### config.mk
export PLATFORM = sky130hd
export DESIGN_NAME = adr_regs
export DESIGN_NICKNAME = d
export VERILOG_FILES = /design/src/adr_pkg.sv /design/src/adr_regs.sv /design/src/adr_diag_pin.sv
export SDC_FILE = /design/constraint.sdc
export NUM_CORES = 1
export LEC_CHECK = 0
export BUFFER_PORTS_ARGS = -buffer_cell sky130_fd_sc_hd__buf_2
export CAP_MARGIN = 20
export CORE_AREA = 4 4 119 75
export DETAILED_ROUTE_END_ITERATION = 6
export DIE_AREA = 0 0 123 79
export GPL_ROUTABILITY_DRIVEN = 0
export PLACE_DENSITY = 0.75
export SKIP_LAST_GASP = 1
export SLEW_MARGIN = 5
export SYNTH_ARGS = -nofsm -noshare
export SYNTH_HDL_FRONTEND = slang
export SYNTH_HIERARCHICAL = 1
export SYNTH_SLANG_ARGS = --single-unit
### constraint.sdc
create_clock -name clock -period 6.28 [get_ports clock]
set_input_delay 1.256 -clock clock [delete_from_list [all_inputs] [get_ports clock]]
set_output_delay 1.256 -clock clock [all_outputs]
set_load 0.05 [all_outputs]
### src/adr_pkg.sv
/*
 Package for the amplifier diagnostic/control register bank: register
 offsets, field positions, reset values and carrier structs.
 Assumes a 5-bit register subaddress delivered by a byte-level serial
 control engine outside this block.
*/
package adr_pkg;

	// Register subaddresses
	localparam logic [4:0] ADR_DIAG_PIN_ROUTING  = 5'h02;
	localparam logic [4:0] ADR_PROTECTION_CONFIG = 5'h03;
	localparam logic [4:0] ADR_AC_DIAG_SLOT      = 5'h04;
	localparam logic [4:0] ADR_CH1_STATUS        = 5'h10;
	localparam logic [4:0] ADR_CH2_STATUS        = 5'h11;
	localparam logic [4:0] ADR_CH3_STATUS        = 5'h12;
	localparam logic [4:0] ADR_CH4_STATUS        = 5'h13;
	localparam logic [4:0] ADR_TWEETER_STATUS    = 5'h14;
	localparam logic [4:0] ADR_LAST              = 5'h14;

	// Reset values
	localparam logic [7:0] RST_DIAG_PIN_ROUTING  = 8'h00;
	localparam logic [7:0] RST_PROTECTION_CONFIG = 8'h00;
	localparam logic [7:0] RST_AC_DIAG_SLOT      = 8'h00;
	localparam logic [7:0] RST_STATUS            = 8'h00;

	// Writable bit masks (reserved bits forced to zero)
	localparam logic [7:0] MSK_DIAG_PIN_ROUTING  = 8'hFE;
	localparam logic [7:0] MSK_PROTECTION_CONFIG = 8'hBF;
	localparam logic [7:0] MSK_AC_DIAG_SLOT      = 8'hF0;

	// Routing register fields
	localparam int RT_SHORT_EN   = 7;
	localparam int RT_OFFS_DIS_N = 6;
	localparam int RT_TW_HI      = 5;
	localparam int RT_TW_LO      = 3;
	localparam int RT_CLIP_HI    = 2;
	localparam int RT_CLIP_LO    = 1;

	// Protection register fields
	localparam int PC_NGATE_OFF  = 7;
	localparam int PC_UVMUTE_OFF = 5;
	localparam int PC_TRI_CH3    = 4;
	localparam int PC_TRI_CH1    = 3;
	localparam int PC_TRI_CH4    = 2;
	localparam int PC_TRI_CH2    = 1;
	localparam int PC_HPF_ON     = 0;

	// AC diag / slot format fields
	localparam int AF_AC_ON      = 7;
	localparam int AF_AC_LOW     = 6;
	localparam int AF_SLOT_HI    = 5;
	localparam int AF_SLOT_LO    = 4;

	// Status fields
	localparam int ST_OFFSET     = 5;
	localparam int ST_PERM_DONE  = 4;

	localparam logic [7:0] ADR_DIAG_ZERO = 8'h00;

	typedef enum logic [1:0] {
		ADR_CLIP_1PCT  = 2'b00,
		ADR_CLIP_5PCT  = 2'b01,
		ADR_CLIP_10PCT = 2'b10,
		ADR_CLIP_OFF   = 2'b11
	} adr_clip_t;

	typedef enum logic [1:0] {
		ADR_SLOT_2CH     = 2'b00,
		ADR_SLOT_4CH     = 2'b01,
		ADR_SLOT_8CH_FST = 2'b10,
		ADR_SLOT_8CH_LST = 2'b11
	} adr_slot_t;

	// Per-channel fault sources
	typedef struct packed {
		logic offset;
		logic perm_done;
		logic short_load;
		logic open_load;
		logic short_vcc;
		logic short_gnd;
	} adr_chan_flt_t;

	// Control outputs to the amplifier core
	typedef struct packed {
		logic       noise_gate_en;
		logic       uv_mute_en;
		logic [3:0] tristate;
		logic       hpf_en;
		logic       ac_diag_en;
		logic       ac_thr_low;
		adr_slot_t  slot_fmt;
		adr_clip_t  clip_level;
	} adr_ctrl_t;

endpackage

### src/adr_regs.sv
/*
 Register bank of a four-channel amplifier: three instruction registers
 and five read-clear status registers behind a byte-wide register port.
 Assumes a serial control engine supplies byte writes and read strobes,
 and the amplifier core supplies fault and state levels.
*/
`timescale 1ns/1ns
module adr_regs
	import adr_pkg::*;
(
	// Clocking
	input  wire logic                clock,
	input  wire logic                sys_rst,
	input  wire logic                clk_en,
	// Register port from serial engine
	input  wire logic                xfer_start,
	input  wire logic [4:0]          sub_addr,
	input  wire logic                auto_inc,
	input  wire logic                wr_stb,
	input  wire logic [7:0]          wr_data,
	input  wire logic                rd_stb,
	output logic      [7:0]          rd_data,
	// Amplifier core status
	input  wire adr_chan_flt_t [3:0] chan_flt,
	input  wire logic                turnon_done,
	input  wire logic [3:0]          tw_level,
	input  wire logic                mute_24,
	input  wire logic                mute_13,
	input  wire logic [3:0]          tweeter,
	input  wire logic                signal_high,
	input  wire logic                clip_det,
	input  wire logic                diag_enable,
	// Outputs to amplifier core
	output adr_ctrl_t                ctrl,
	output logic [3:0]               perm_restart,
	output logic                     diag_pin
);

	logic [7:0] routing_r;
	logic [7:0] protect_r;
	logic [7:0] acslot_r;
	logic [7:0] stat_r [5];
	logic [7:0] stat_live [5];
	logic [4:0] ptr_r;
	logic       out_tri_r;
	logic       cur_stat;
	logic [2:0] cur_idx;
	logic       any_short;
	logic       any_offset;

	// Register pointer with auto increment
	always_ff @(posedge clock or posedge sys_rst) begin
		if (sys_rst) begin
			ptr_r <= 5'h00;
		end else if (clk_en) begin
			if (xfer_start) begin
				ptr_r <= sub_addr;
			end else if ((wr_stb || rd_stb) && auto_inc
				&& ptr_r != ADR_LAST) begin
				ptr_r <= ptr_r + 5'h01;
			end
		end
	end

	// Instruction registers
	always_ff @(posedge clock or posedge sys_rst) begin
		if (sys_rst) begin
			routing_r <= RST_DIAG_PIN_ROUTING;
			protect_r <= RST_PROTECTION_CONFIG;
			acslot_r  <= RST_AC_DIAG_SLOT;
		end else if (clk_en && wr_stb) begin
			case (ptr_r)
				ADR_DIAG_PIN_ROUTING: begin
					routing_r <= wr_data & MSK_DIAG_PIN_ROUTING;
				end
				ADR_PROTECTION_CONFIG: begin
					protect_r <= wr_data & MSK_PROTECTION_CONFIG;
				end
				ADR_AC_DIAG_SLOT: begin
					acslot_r <= wr_data & MSK_AC_DIAG_SLOT;
				end
				default: begin
				end
			endcase
		end
	end

	// Left-tristate-since-reset flag
	always_ff @(posedge clock or posedge sys_rst) begin
		if (sys_rst) begin
			out_tri_r <= 1'b0;
		end else if (clk_en && protect_r[PC_TRI_CH3:PC_TRI_CH2] != 4'h0) begin
			out_tri_r <= out_tri_r;
		end else if (clk_en) begin
			out_tri_r <= 1'b1;
		end
	end

	// Live status composition
	always_comb begin
		for (int i = 0; i < 4; i++) begin
			stat_live[i][5] = chan_flt[i].offset;
			stat_live[i][4] = chan_flt[i].perm_done;
			stat_live[i][3] = chan_flt[i].short_load;
			stat_live[i][2] = chan_flt[i].open_load & ~turnon_done;
			stat_live[i][1] = chan_flt[i].short_vcc;
			stat_live[i][0] = chan_flt[i].short_gnd;
		end
		stat_live[0][7:6] = {out_tri_r, turnon_done};
		stat_live[1][7:6] = tw_level[1:0] == 2'b00 ? 2'b00
			: {tw_level[0], tw_level[1]};
		stat_live[2][7:6] = {tw_level[2], tw_level[3]};
		stat_live[3][7:6] = {mute_24, mute_13};
		stat_live[4] = {tweeter[0], tweeter[1], tweeter[2], tweeter[3],
			signal_high, 3'b000};
	end

	assign cur_stat = ptr_r >= ADR_CH1_STATUS && ptr_r <= ADR_TWEETER_STATUS;
	assign cur_idx  = 3'(ptr_r - ADR_CH1_STATUS);

	// Status latches: events accumulate, read clears, set wins
	for (genvar g = 0; g < 5; g++) begin : g_stat
		always_ff @(posedge clock or posedge sys_rst) begin
			if (sys_rst) begin
				stat_r[g] <= RST_STATUS;
			end else if (clk_en) begin
				if (rd_stb && cur_stat && cur_idx == 3'(g)) begin
					stat_r[g] <= stat_live[g];
				end else begin
					stat_r[g] <= stat_r[g] | stat_live[g];
				end
			end
		end
	end

	// Permanent diagnostic restart after each channel read
	always_ff @(posedge clock or posedge sys_rst) begin
		if (sys_rst) begin
			perm_restart <= 4'h0;
		end else if (clk_en) begin
			for (int i = 0; i < 4; i++) begin
				perm_restart[i] <= rd_stb && cur_stat && cur_idx == 3'(i)
					&& diag_enable;
			end
		end
	end

	// Read data mux
	always_comb begin
		case (ptr_r)
			ADR_DIAG_PIN_ROUTING:  rd_data = routing_r;
			ADR_PROTECTION_CONFIG: rd_data = protect_r;
			ADR_AC_DIAG_SLOT:      rd_data = acslot_r;
			ADR_CH1_STATUS:        rd_data = stat_r[0];
			ADR_CH2_STATUS:        rd_data = stat_r[1];
			ADR_CH3_STATUS:        rd_data = stat_r[2];
			ADR_CH4_STATUS:        rd_data = stat_r[3];
			ADR_TWEETER_STATUS:    rd_data = stat_r[4];
			default:               rd_data = ADR_DIAG_ZERO;
		endcase
	end

	// Control decode
	always_comb begin
		ctrl.noise_gate_en = ~protect_r[PC_NGATE_OFF];
		ctrl.uv_mute_en    = ~protect_r[PC_UVMUTE_OFF];
		ctrl.tristate      = {protect_r[PC_TRI_CH4], protect_r[PC_TRI_CH3],
			protect_r[PC_TRI_CH2], protect_r[PC_TRI_CH1]};
		ctrl.hpf_en        = protect_r[PC_HPF_ON];
		ctrl.ac_diag_en    = acslot_r[AF_AC_ON];
		ctrl.ac_thr_low    = acslot_r[AF_AC_LOW];
		ctrl.slot_fmt      = adr_slot_t'(acslot_r[AF_SLOT_HI:AF_SLOT_LO]);
		ctrl.clip_level    = adr_clip_t'(routing_r[RT_CLIP_HI:RT_CLIP_LO]);
	end

	always_comb begin
		any_short  = 1'b0;
		any_offset = 1'b0;
		for (int i = 0; i < 4; i++) begin
			any_short  = any_short | chan_flt[i].short_load
				| chan_flt[i].short_vcc | chan_flt[i].short_gnd;
			any_offset = any_offset | chan_flt[i].offset;
		end
	end

	adr_diag_pin u_diag (
		.clock      (clock),
		.sys_rst    (sys_rst),
		.clk_en     (clk_en),
		.routing    (routing_r),
		.any_short  (any_short),
		.any_offset (any_offset),
		.tw_level   (tw_level),
		.clip_det   (clip_det && ctrl.clip_level != ADR_CLIP_OFF),
		.diag_pin   (diag_pin)
	);

endmodule // adr_regs

### src/adr_diag_pin.sv
/*
 Diagnostic pin combiner: merges short, offset, thermal and clip
 indications according to the routing register.
 Assumes fault inputs are synchronous levels from the amplifier core.
*/
`timescale 1ns/1ns
module adr_diag_pin
	import adr_pkg::*;
(
	// Clocking
	input  wire logic       clock,
	input  wire logic       sys_rst,
	input  wire logic       clk_en,
	// Routing
	input  wire logic [7:0] routing,
	// Fault sources
	input  wire logic       any_short,
	input  wire logic       any_offset,
	input  wire logic [3:0] tw_level,
	input  wire logic       clip_det,
	// Pin
	output logic            diag_pin
);

	logic tw_sel;
	logic diag_nxt;

	always_comb begin
		tw_sel = 1'b0;
		if (!routing[RT_TW_HI]) begin
			tw_sel = tw_level[routing[RT_TW_HI-1:RT_TW_LO]];
		end
		diag_nxt = (routing[RT_SHORT_EN] & any_short)
			| (~routing[RT_OFFS_DIS_N] & any_offset)
			| tw_sel
			| clip_det;
	end

	always_ff @(posedge clock or posedge sys_rst) begin
		if (sys_rst) begin
			diag_pin <= 1'b0;
		end else if (clk_en) begin
			diag_pin <= diag_nxt;
		end
	end

endmodule // adr_diag_pin

==> impl_metrics.toml, run 1 <==
[run_status]
status = "complete, no violations"

[synthesis]
post_synthesis_net_count = 330
syn_avg_cell_area_sq_um = 12.1
mapped_area_sq_um = 3230
synth_warnings = 6
syn_inst = 267

[clock_network]
number_of_buffers_created_by_cts = 9
post-cts-setup-buffers = 0
holdBufCountCts = 0
worstSkewPairLatency_ps = 330
cts.root.buffer_cell = "sky130_fd_sc_hd__clkbuf_16"
clkSinkCount = 66
clk_path_buf_depth = 2
tritoncts = "done"
postCtsResizedCells = 0
ctsHtreeMaxLevel = 3
cts.reportedPaths.clkPinSlew_ps = 50

[timing]
hold_violations = 0
timing.clock.skew_ps = 4.75
period_minus_slack_ps = 3610
finalSetupTns_ps = 0
relative_slew_slack = 0.346
layout_worst_path_cycle_share = 0.575
holdWs_ps = 486
timing.fmax_mhz = 277
rsz_0062_raised_after_global_routing = "false"
final_max_slew_viol_count = 0
worst_slack_ps = 2670
setup_viol = 0
worst_slew_pin_slew_ps = 981

[finish]
finalNetCount = 401
number_of_antenna_cells_inserted = 0
layout-area-overhead-vs-synth_pct = 21.1
post_route_cells_drive_above_1_share = 0.368
final-instance-count-excl-fill = 450
final_design_area_no_fill_sq_um = 3910

[routing]
firstDrtPassIters = 7
drt-initial-drc-count = 319
vias = 2673
wirelength_per_cell_microns = 20.4
drt-vias-per-instance = 5.94
wl_mm = 9.18
antenna_violating_nets_post_route = 0
drcViolationCount = 0

[hold_path]
min_path_type = "flip-flop to flip-flop"

[global_route]
first_pass_grt_wire_length_mm = 14.3
globalRouteOverflowTotal = 0
track_usage = 0.197
largest_net_degree_at_the_start_of_global_routing = 66
grt_antenna_before_repair = 0
number_of_global_route_vias_before_repair = 2565

[placement]
pre_cts_slack_ps = 3090
place_hpwl_mm = 6.78
place.detailed.instances = 435
post_dp_cell_area_sq_um = 3640
port_buffers = 83

[worst_setup_path]
critPathArrivalTime_ps = 2360
crit_chain = "ha_1 > nand2_1 > nor3_2 > a222oi_1 > nand3_1 > buf_2"
cp_slowest_cell = "sky130_fd_sc_hd__nor3_2"
worstSetupStartpointType = "flip-flop"
crit_path_max_fanout = 8
slowest_delay_ps = 570
kind_of_end_point_of_the_critical_path = "primary output"
worst_path_dominant_cell_family = "simple AND/OR/NAND/NOR gates"
path_class = "flip-flop to primary output"
crit_buf_inv = 1
critPathRequiredTime_ps = 5020

[floorplan]
initial_utilization = 0.415
dieWidth_microns = 123
floorplan.die_area_sq_um = 9720
die_h_microns = 79
core-area_sq_um = 7790
rows = 25
floorplan.io_pins = 84

[flow_run]
drv_cap = 0

[power_and_ir_drop]
p_leak_nw = 1.84
power-per-cell-area_nw_per_um2 = 335
peakVddDrop_mv = 0.250
-- sequential cells by signal (all words and copies together), names as in the netlist --
| signal | flops |
|---|---|
| stat_r | 37 |
| protect_r | 7 |
| routing_r | 7 |
| ptr_r | 5 |
| acslot_r | 4 |
| perm_restart | 4 |
| out_tri_r | 1 |
| u_diag/diag_pin | 1 |
-- worst paths after layout --
| check | startpoint | end | slack (ps) | cells past startpoint |
|---|---|---|---|---|
| worst max-delay path | ptr_r[0] | rd_data[3] | 2670 | 6 |
| worst min-delay path | out_tri_r | out_tri_r | 490 | 1 |
| worst max register to register | ptr_r[0] | routing_r[1] | 3930 | 5 |
| worst min register to register | out_tri_r | out_tri_r | 490 | 1 |
| max in group asynchronous | sys_rst | stat_r[23] | 4560 | 3 |
| min in group asynchronous | sys_rst | u_diag/diag_pin | 760 | 2 |
-- final cells by class --
class / count / area (sq um)
multi-input combinational: 163 / 1380
clock buffer: 12 / 256
clock inverter: 3 / 15.0
tap: 108 / 135
timing repair buffer: 84 / 423
sequential: 66 / 1650
fill: 703 / 3880
inverter: 14 / 52.6
-- routing by layer --
layer	track usage	vias up	wire (microns)
met1	0.305	1321	4460
met5	0	-	0
met4	0.0541	0	92
met2	0.257	166	3660
met3	0.0662	13	966
li1	-	1173	-
-- report_power, final --
group / total, mW / internal (mW) / switching, mW / leakage [nW]
Combinational: 0.316 / 0.109 / 0.207 / 1.01
Sequential: 0.537 / 0.475 / 0.0628 / 0.690
Clock: 0.456 / 0.284 / 0.172 / 0.138
Total: 1.31 / 0.868 / 0.441 / 1.84
-- through the flow --
stage               total power, mW  utilization
floorplan                     0.784            -
global placement              0.852        0.467
detailed placement            0.857        0.467
CTS                            1.31        0.502
global route                   1.36        0.502
finish                         1.31        0.502
-- cells in the final DEF (no fill, tap or decap), drive strengths merged, types with 3 or more instances in the layout --
master and count:
a21oi 6, a222oi 5, a22o 40, a22oi 16, and3 3, and4 3, buf 84, clkbuf 12
clkinv 3, dfrtp 66, ha 5, inv 14, mux2 16, nand2 9, nand2b 3, nand3 15
nor3 3, nor4 3, nor4b 3, o21ai 7, o22ai 3
-- worst reg2reg max path, stage by stage, from the launching register on --
cell                      delay, ps
sky130_fd_sc_hd__dfrtp_1        450
sky130_fd_sc_hd__inv_1          110
sky130_fd_sc_hd__ha_1           210
sky130_fd_sc_hd__nor4b_4        550
sky130_fd_sc_hd__and3_1         580
sky130_fd_sc_hd__mux2_4         340
Power figures use the tool's default switching activity.
==> run 2: changes to the inputs <==
--- a/config.mk
+++ b/config.mk
@@ -5,13 +5,14 @@
 export SDC_FILE = /design/constraint.sdc
 export NUM_CORES = 1
 export LEC_CHECK = 0
+export ABC_AREA = 1
 export BUFFER_PORTS_ARGS = -buffer_cell sky130_fd_sc_hd__buf_2
 export CAP_MARGIN = 20
-export CORE_AREA = 4 4 119 75
+export CORE_AREA = 4 4 125 79
 export DETAILED_ROUTE_END_ITERATION = 6
-export DIE_AREA = 0 0 123 79
+export DIE_AREA = 0 0 129 83
 export GPL_ROUTABILITY_DRIVEN = 0
-export PLACE_DENSITY = 0.75
+export PLACE_DENSITY = 0.77
 export SKIP_LAST_GASP = 1
 export SLEW_MARGIN = 5
 export SYNTH_ARGS = -nofsm -noshare
==> constraint.sdc (replaced) <==
create_clock -name clock -period 3.3 [get_ports clock]
set_input_delay 0.66 -clock clock [delete_from_list [all_inputs] [get_ports clock]]
set_output_delay 0.66 -clock clock [all_outputs]
set_load 0.05 [all_outputs]
==> run 2 against run 1 <==
Global-route usage rose by 0.96 points. Setup slack lost 2500 ps. Clock skew increased by 8.9 ps. Total power rose by 150%. Synthesized cell count rose by 79%. Design area is 13% higher. Area after synthesis increased by 12%. First-iteration DRC count rose by 45%. Critical path type unchanged. Largest power group unchanged. Highest routed layer unchanged.
==> impl_metrics.toml, run 2 <==
[placement]
place_hpwl_mm = 8.20
port_buffers = 83
pre_cts_slack_ps = 670

[clock_network]
postCtsResizedCells = 0
ctsHtreeMaxLevel = 3
clk_path_buf_depth = 2
holdBufCountCts = 0
cts.reportedPaths.clkPinSlew_ps = 60
cts.root.buffer_cell = "sky130_fd_sc_hd__clkbuf_16"
number_of_buffers_created_by_cts = 9
post-cts-setup-buffers = 0
tritoncts = "done"
worstSkewPairLatency_ps = 340
clkSinkCount = 66

[finish]
layout_common_cells = "sky130_fd_sc_hd__nand2_1, sky130_fd_sc_hd__buf_2, sky130_fd_sc_hd__dfrtp_1"
largest_registers = "stat_r x37, protect_r x7, routing_r x7"
max_flop_register = "stat_r"
largest_register_ff_count = 37
final_core_utilization = 0.499
finalNetCount = 620
layout.cells.most_common = "sky130_fd_sc_hd__nand2_1"
post_route_cells_drive_above_1_share = 0.237
number_of_antenna_cells_inserted = 0
layout-area-overhead-vs-synth_pct = 22.4

[worst_setup_path]
worstSetupStartpointType = "flip-flop"
kind_of_end_point_of_the_critical_path = "primary output"
critPathRequiredTime_ps = 2640
crit_buf_inv = 3
cp_slowest_cell = "sky130_fd_sc_hd__dfrtp_1"
worst_path_dominant_cell_family = "simple AND/OR/NAND/NOR gates"
critPathArrivalTime_ps = 2440
slowest_delay_ps = 450
path_class = "flip-flop to primary output"
crit_path_max_fanout = 8
crit_chain = "inv_1 > ha_1 > inv_1 > nor2_2 > nand2_1 > nor2_1 > nor3_1 > nand2_1 > buf_2"

[floorplan]
floorplan.die_area_sq_um = 10700
dieWidth_microns = 129
rows = 27
initial_utilization = 0.408
core-area_sq_um = 8850
die_h_microns = 83
floorplan.io_pins = 84

[timing]
worst_slew_pin_slew_ps = 716
holdWs_ps = 171
rsz_0062_raised_after_global_routing = "false"
timing.clock.skew_ps = 13.6
worst_slack_ps = 203
relative_slew_slack = 0.521
layout_worst_path_cycle_share = 0.939
final_max_slew_viol_count = 0
finalSetupTns_ps = 0
period_minus_slack_ps = 3100
hold_violations = 0
timing.fmax_mhz = 323
setup_viol = 0

[power_and_ir_drop]
switching_share = 0.408
peakVddDrop_mv = 0.400
total_switching_power_mw = 1.33
power.sequential.fraction = 0.343
internal-power_mw = 1.93
power_mw = 3.25
power-per-cell-area_nw_per_um2 = 736
clockPowerShare = 0.324
power_frac_comb = 0.332
p_leak_nw = 2.47

[routing]
drcViolationCount = 0
wirelength_per_cell_microns = 15.9
vias = 3457
drt-vias-per-instance = 5.10
wl_mm = 10.8
antenna_violating_nets_post_route = 0
drt-initial-drc-count = 461
firstDrtPassIters = 6

[run_status]
status = "complete, no violations"

[global_route]
globalRouteOverflowTotal = 0
track_usage = 0.206
grt_antenna_before_repair = 0
first_pass_grt_wire_length_mm = 17.1
largest_net_degree_at_the_start_of_global_routing = 49
number_of_global_route_vias_before_repair = 3282

[synthesis]
syn_avg_cell_area_sq_um = 7.57
post_synthesis_net_count = 540
syn_inst = 477
mapped_area_sq_um = 3610
synth_warnings = 6

[flow_run]
drv_cap = 0

[hold_path]
min_path_type = "primary input to asynchronous set/reset pin"
==> run 2: worst paths after layout <==
kind                                 from               to  slack (ps)  cells after the start
worst max register to register   ptr_r[0]     protect_r[7]        1320                      4
max in group asynchronous         sys_rst        stat_r[3]        2390                      3
worst min register to register  out_tri_r        out_tri_r         460                      1
worst max-delay path             ptr_r[1]       rd_data[6]         200                      9
min in group clock              out_tri_r        out_tri_r         460                      1
worst min-delay path              sys_rst  u_diag/diag_pin         170                      2
==> run 2: layout make-up <==
type	instances	area, sq um
flip-flops and latches	66	1650
fillers	858	4430
multi-input cells	349	1660
well taps	116	145
clock buffers	12	256
clock inverters	4	73.8
repair buffers	87	458
inverters	44	170
==> run 2: per-stage QoR <==
step | area (sq um) | std cells
after floorplan | 3610 | 477
after global placement | 4070 | 661
after detailed placement | 4070 | 661
after CTS | 4400 | 677
after global routing | 4420 | 678
final | 4420 | 678
==> run 2: power by group through the flow <==
stage,Combinational (mW),Sequential [mW],Clock (mW)
after floorplan,0.807,1.14,0
after global routing,1.16,1.13,1.10
after detailed placement,1.07,1.12,0
after CTS,1.07,1.11,1.07
after global placement,1.05,1.12,0
final,1.08,1.12,1.05
==> run 2: layer usage <==
layer,GRT usage,share of wire,vias up
li1,-,-,1655
met1,0.314,0.47,1621
met2,0.277,0.42,164
met3,0.0643,0.094,17
met4,0.0553,0.017,0
met5,0.0245,0,-
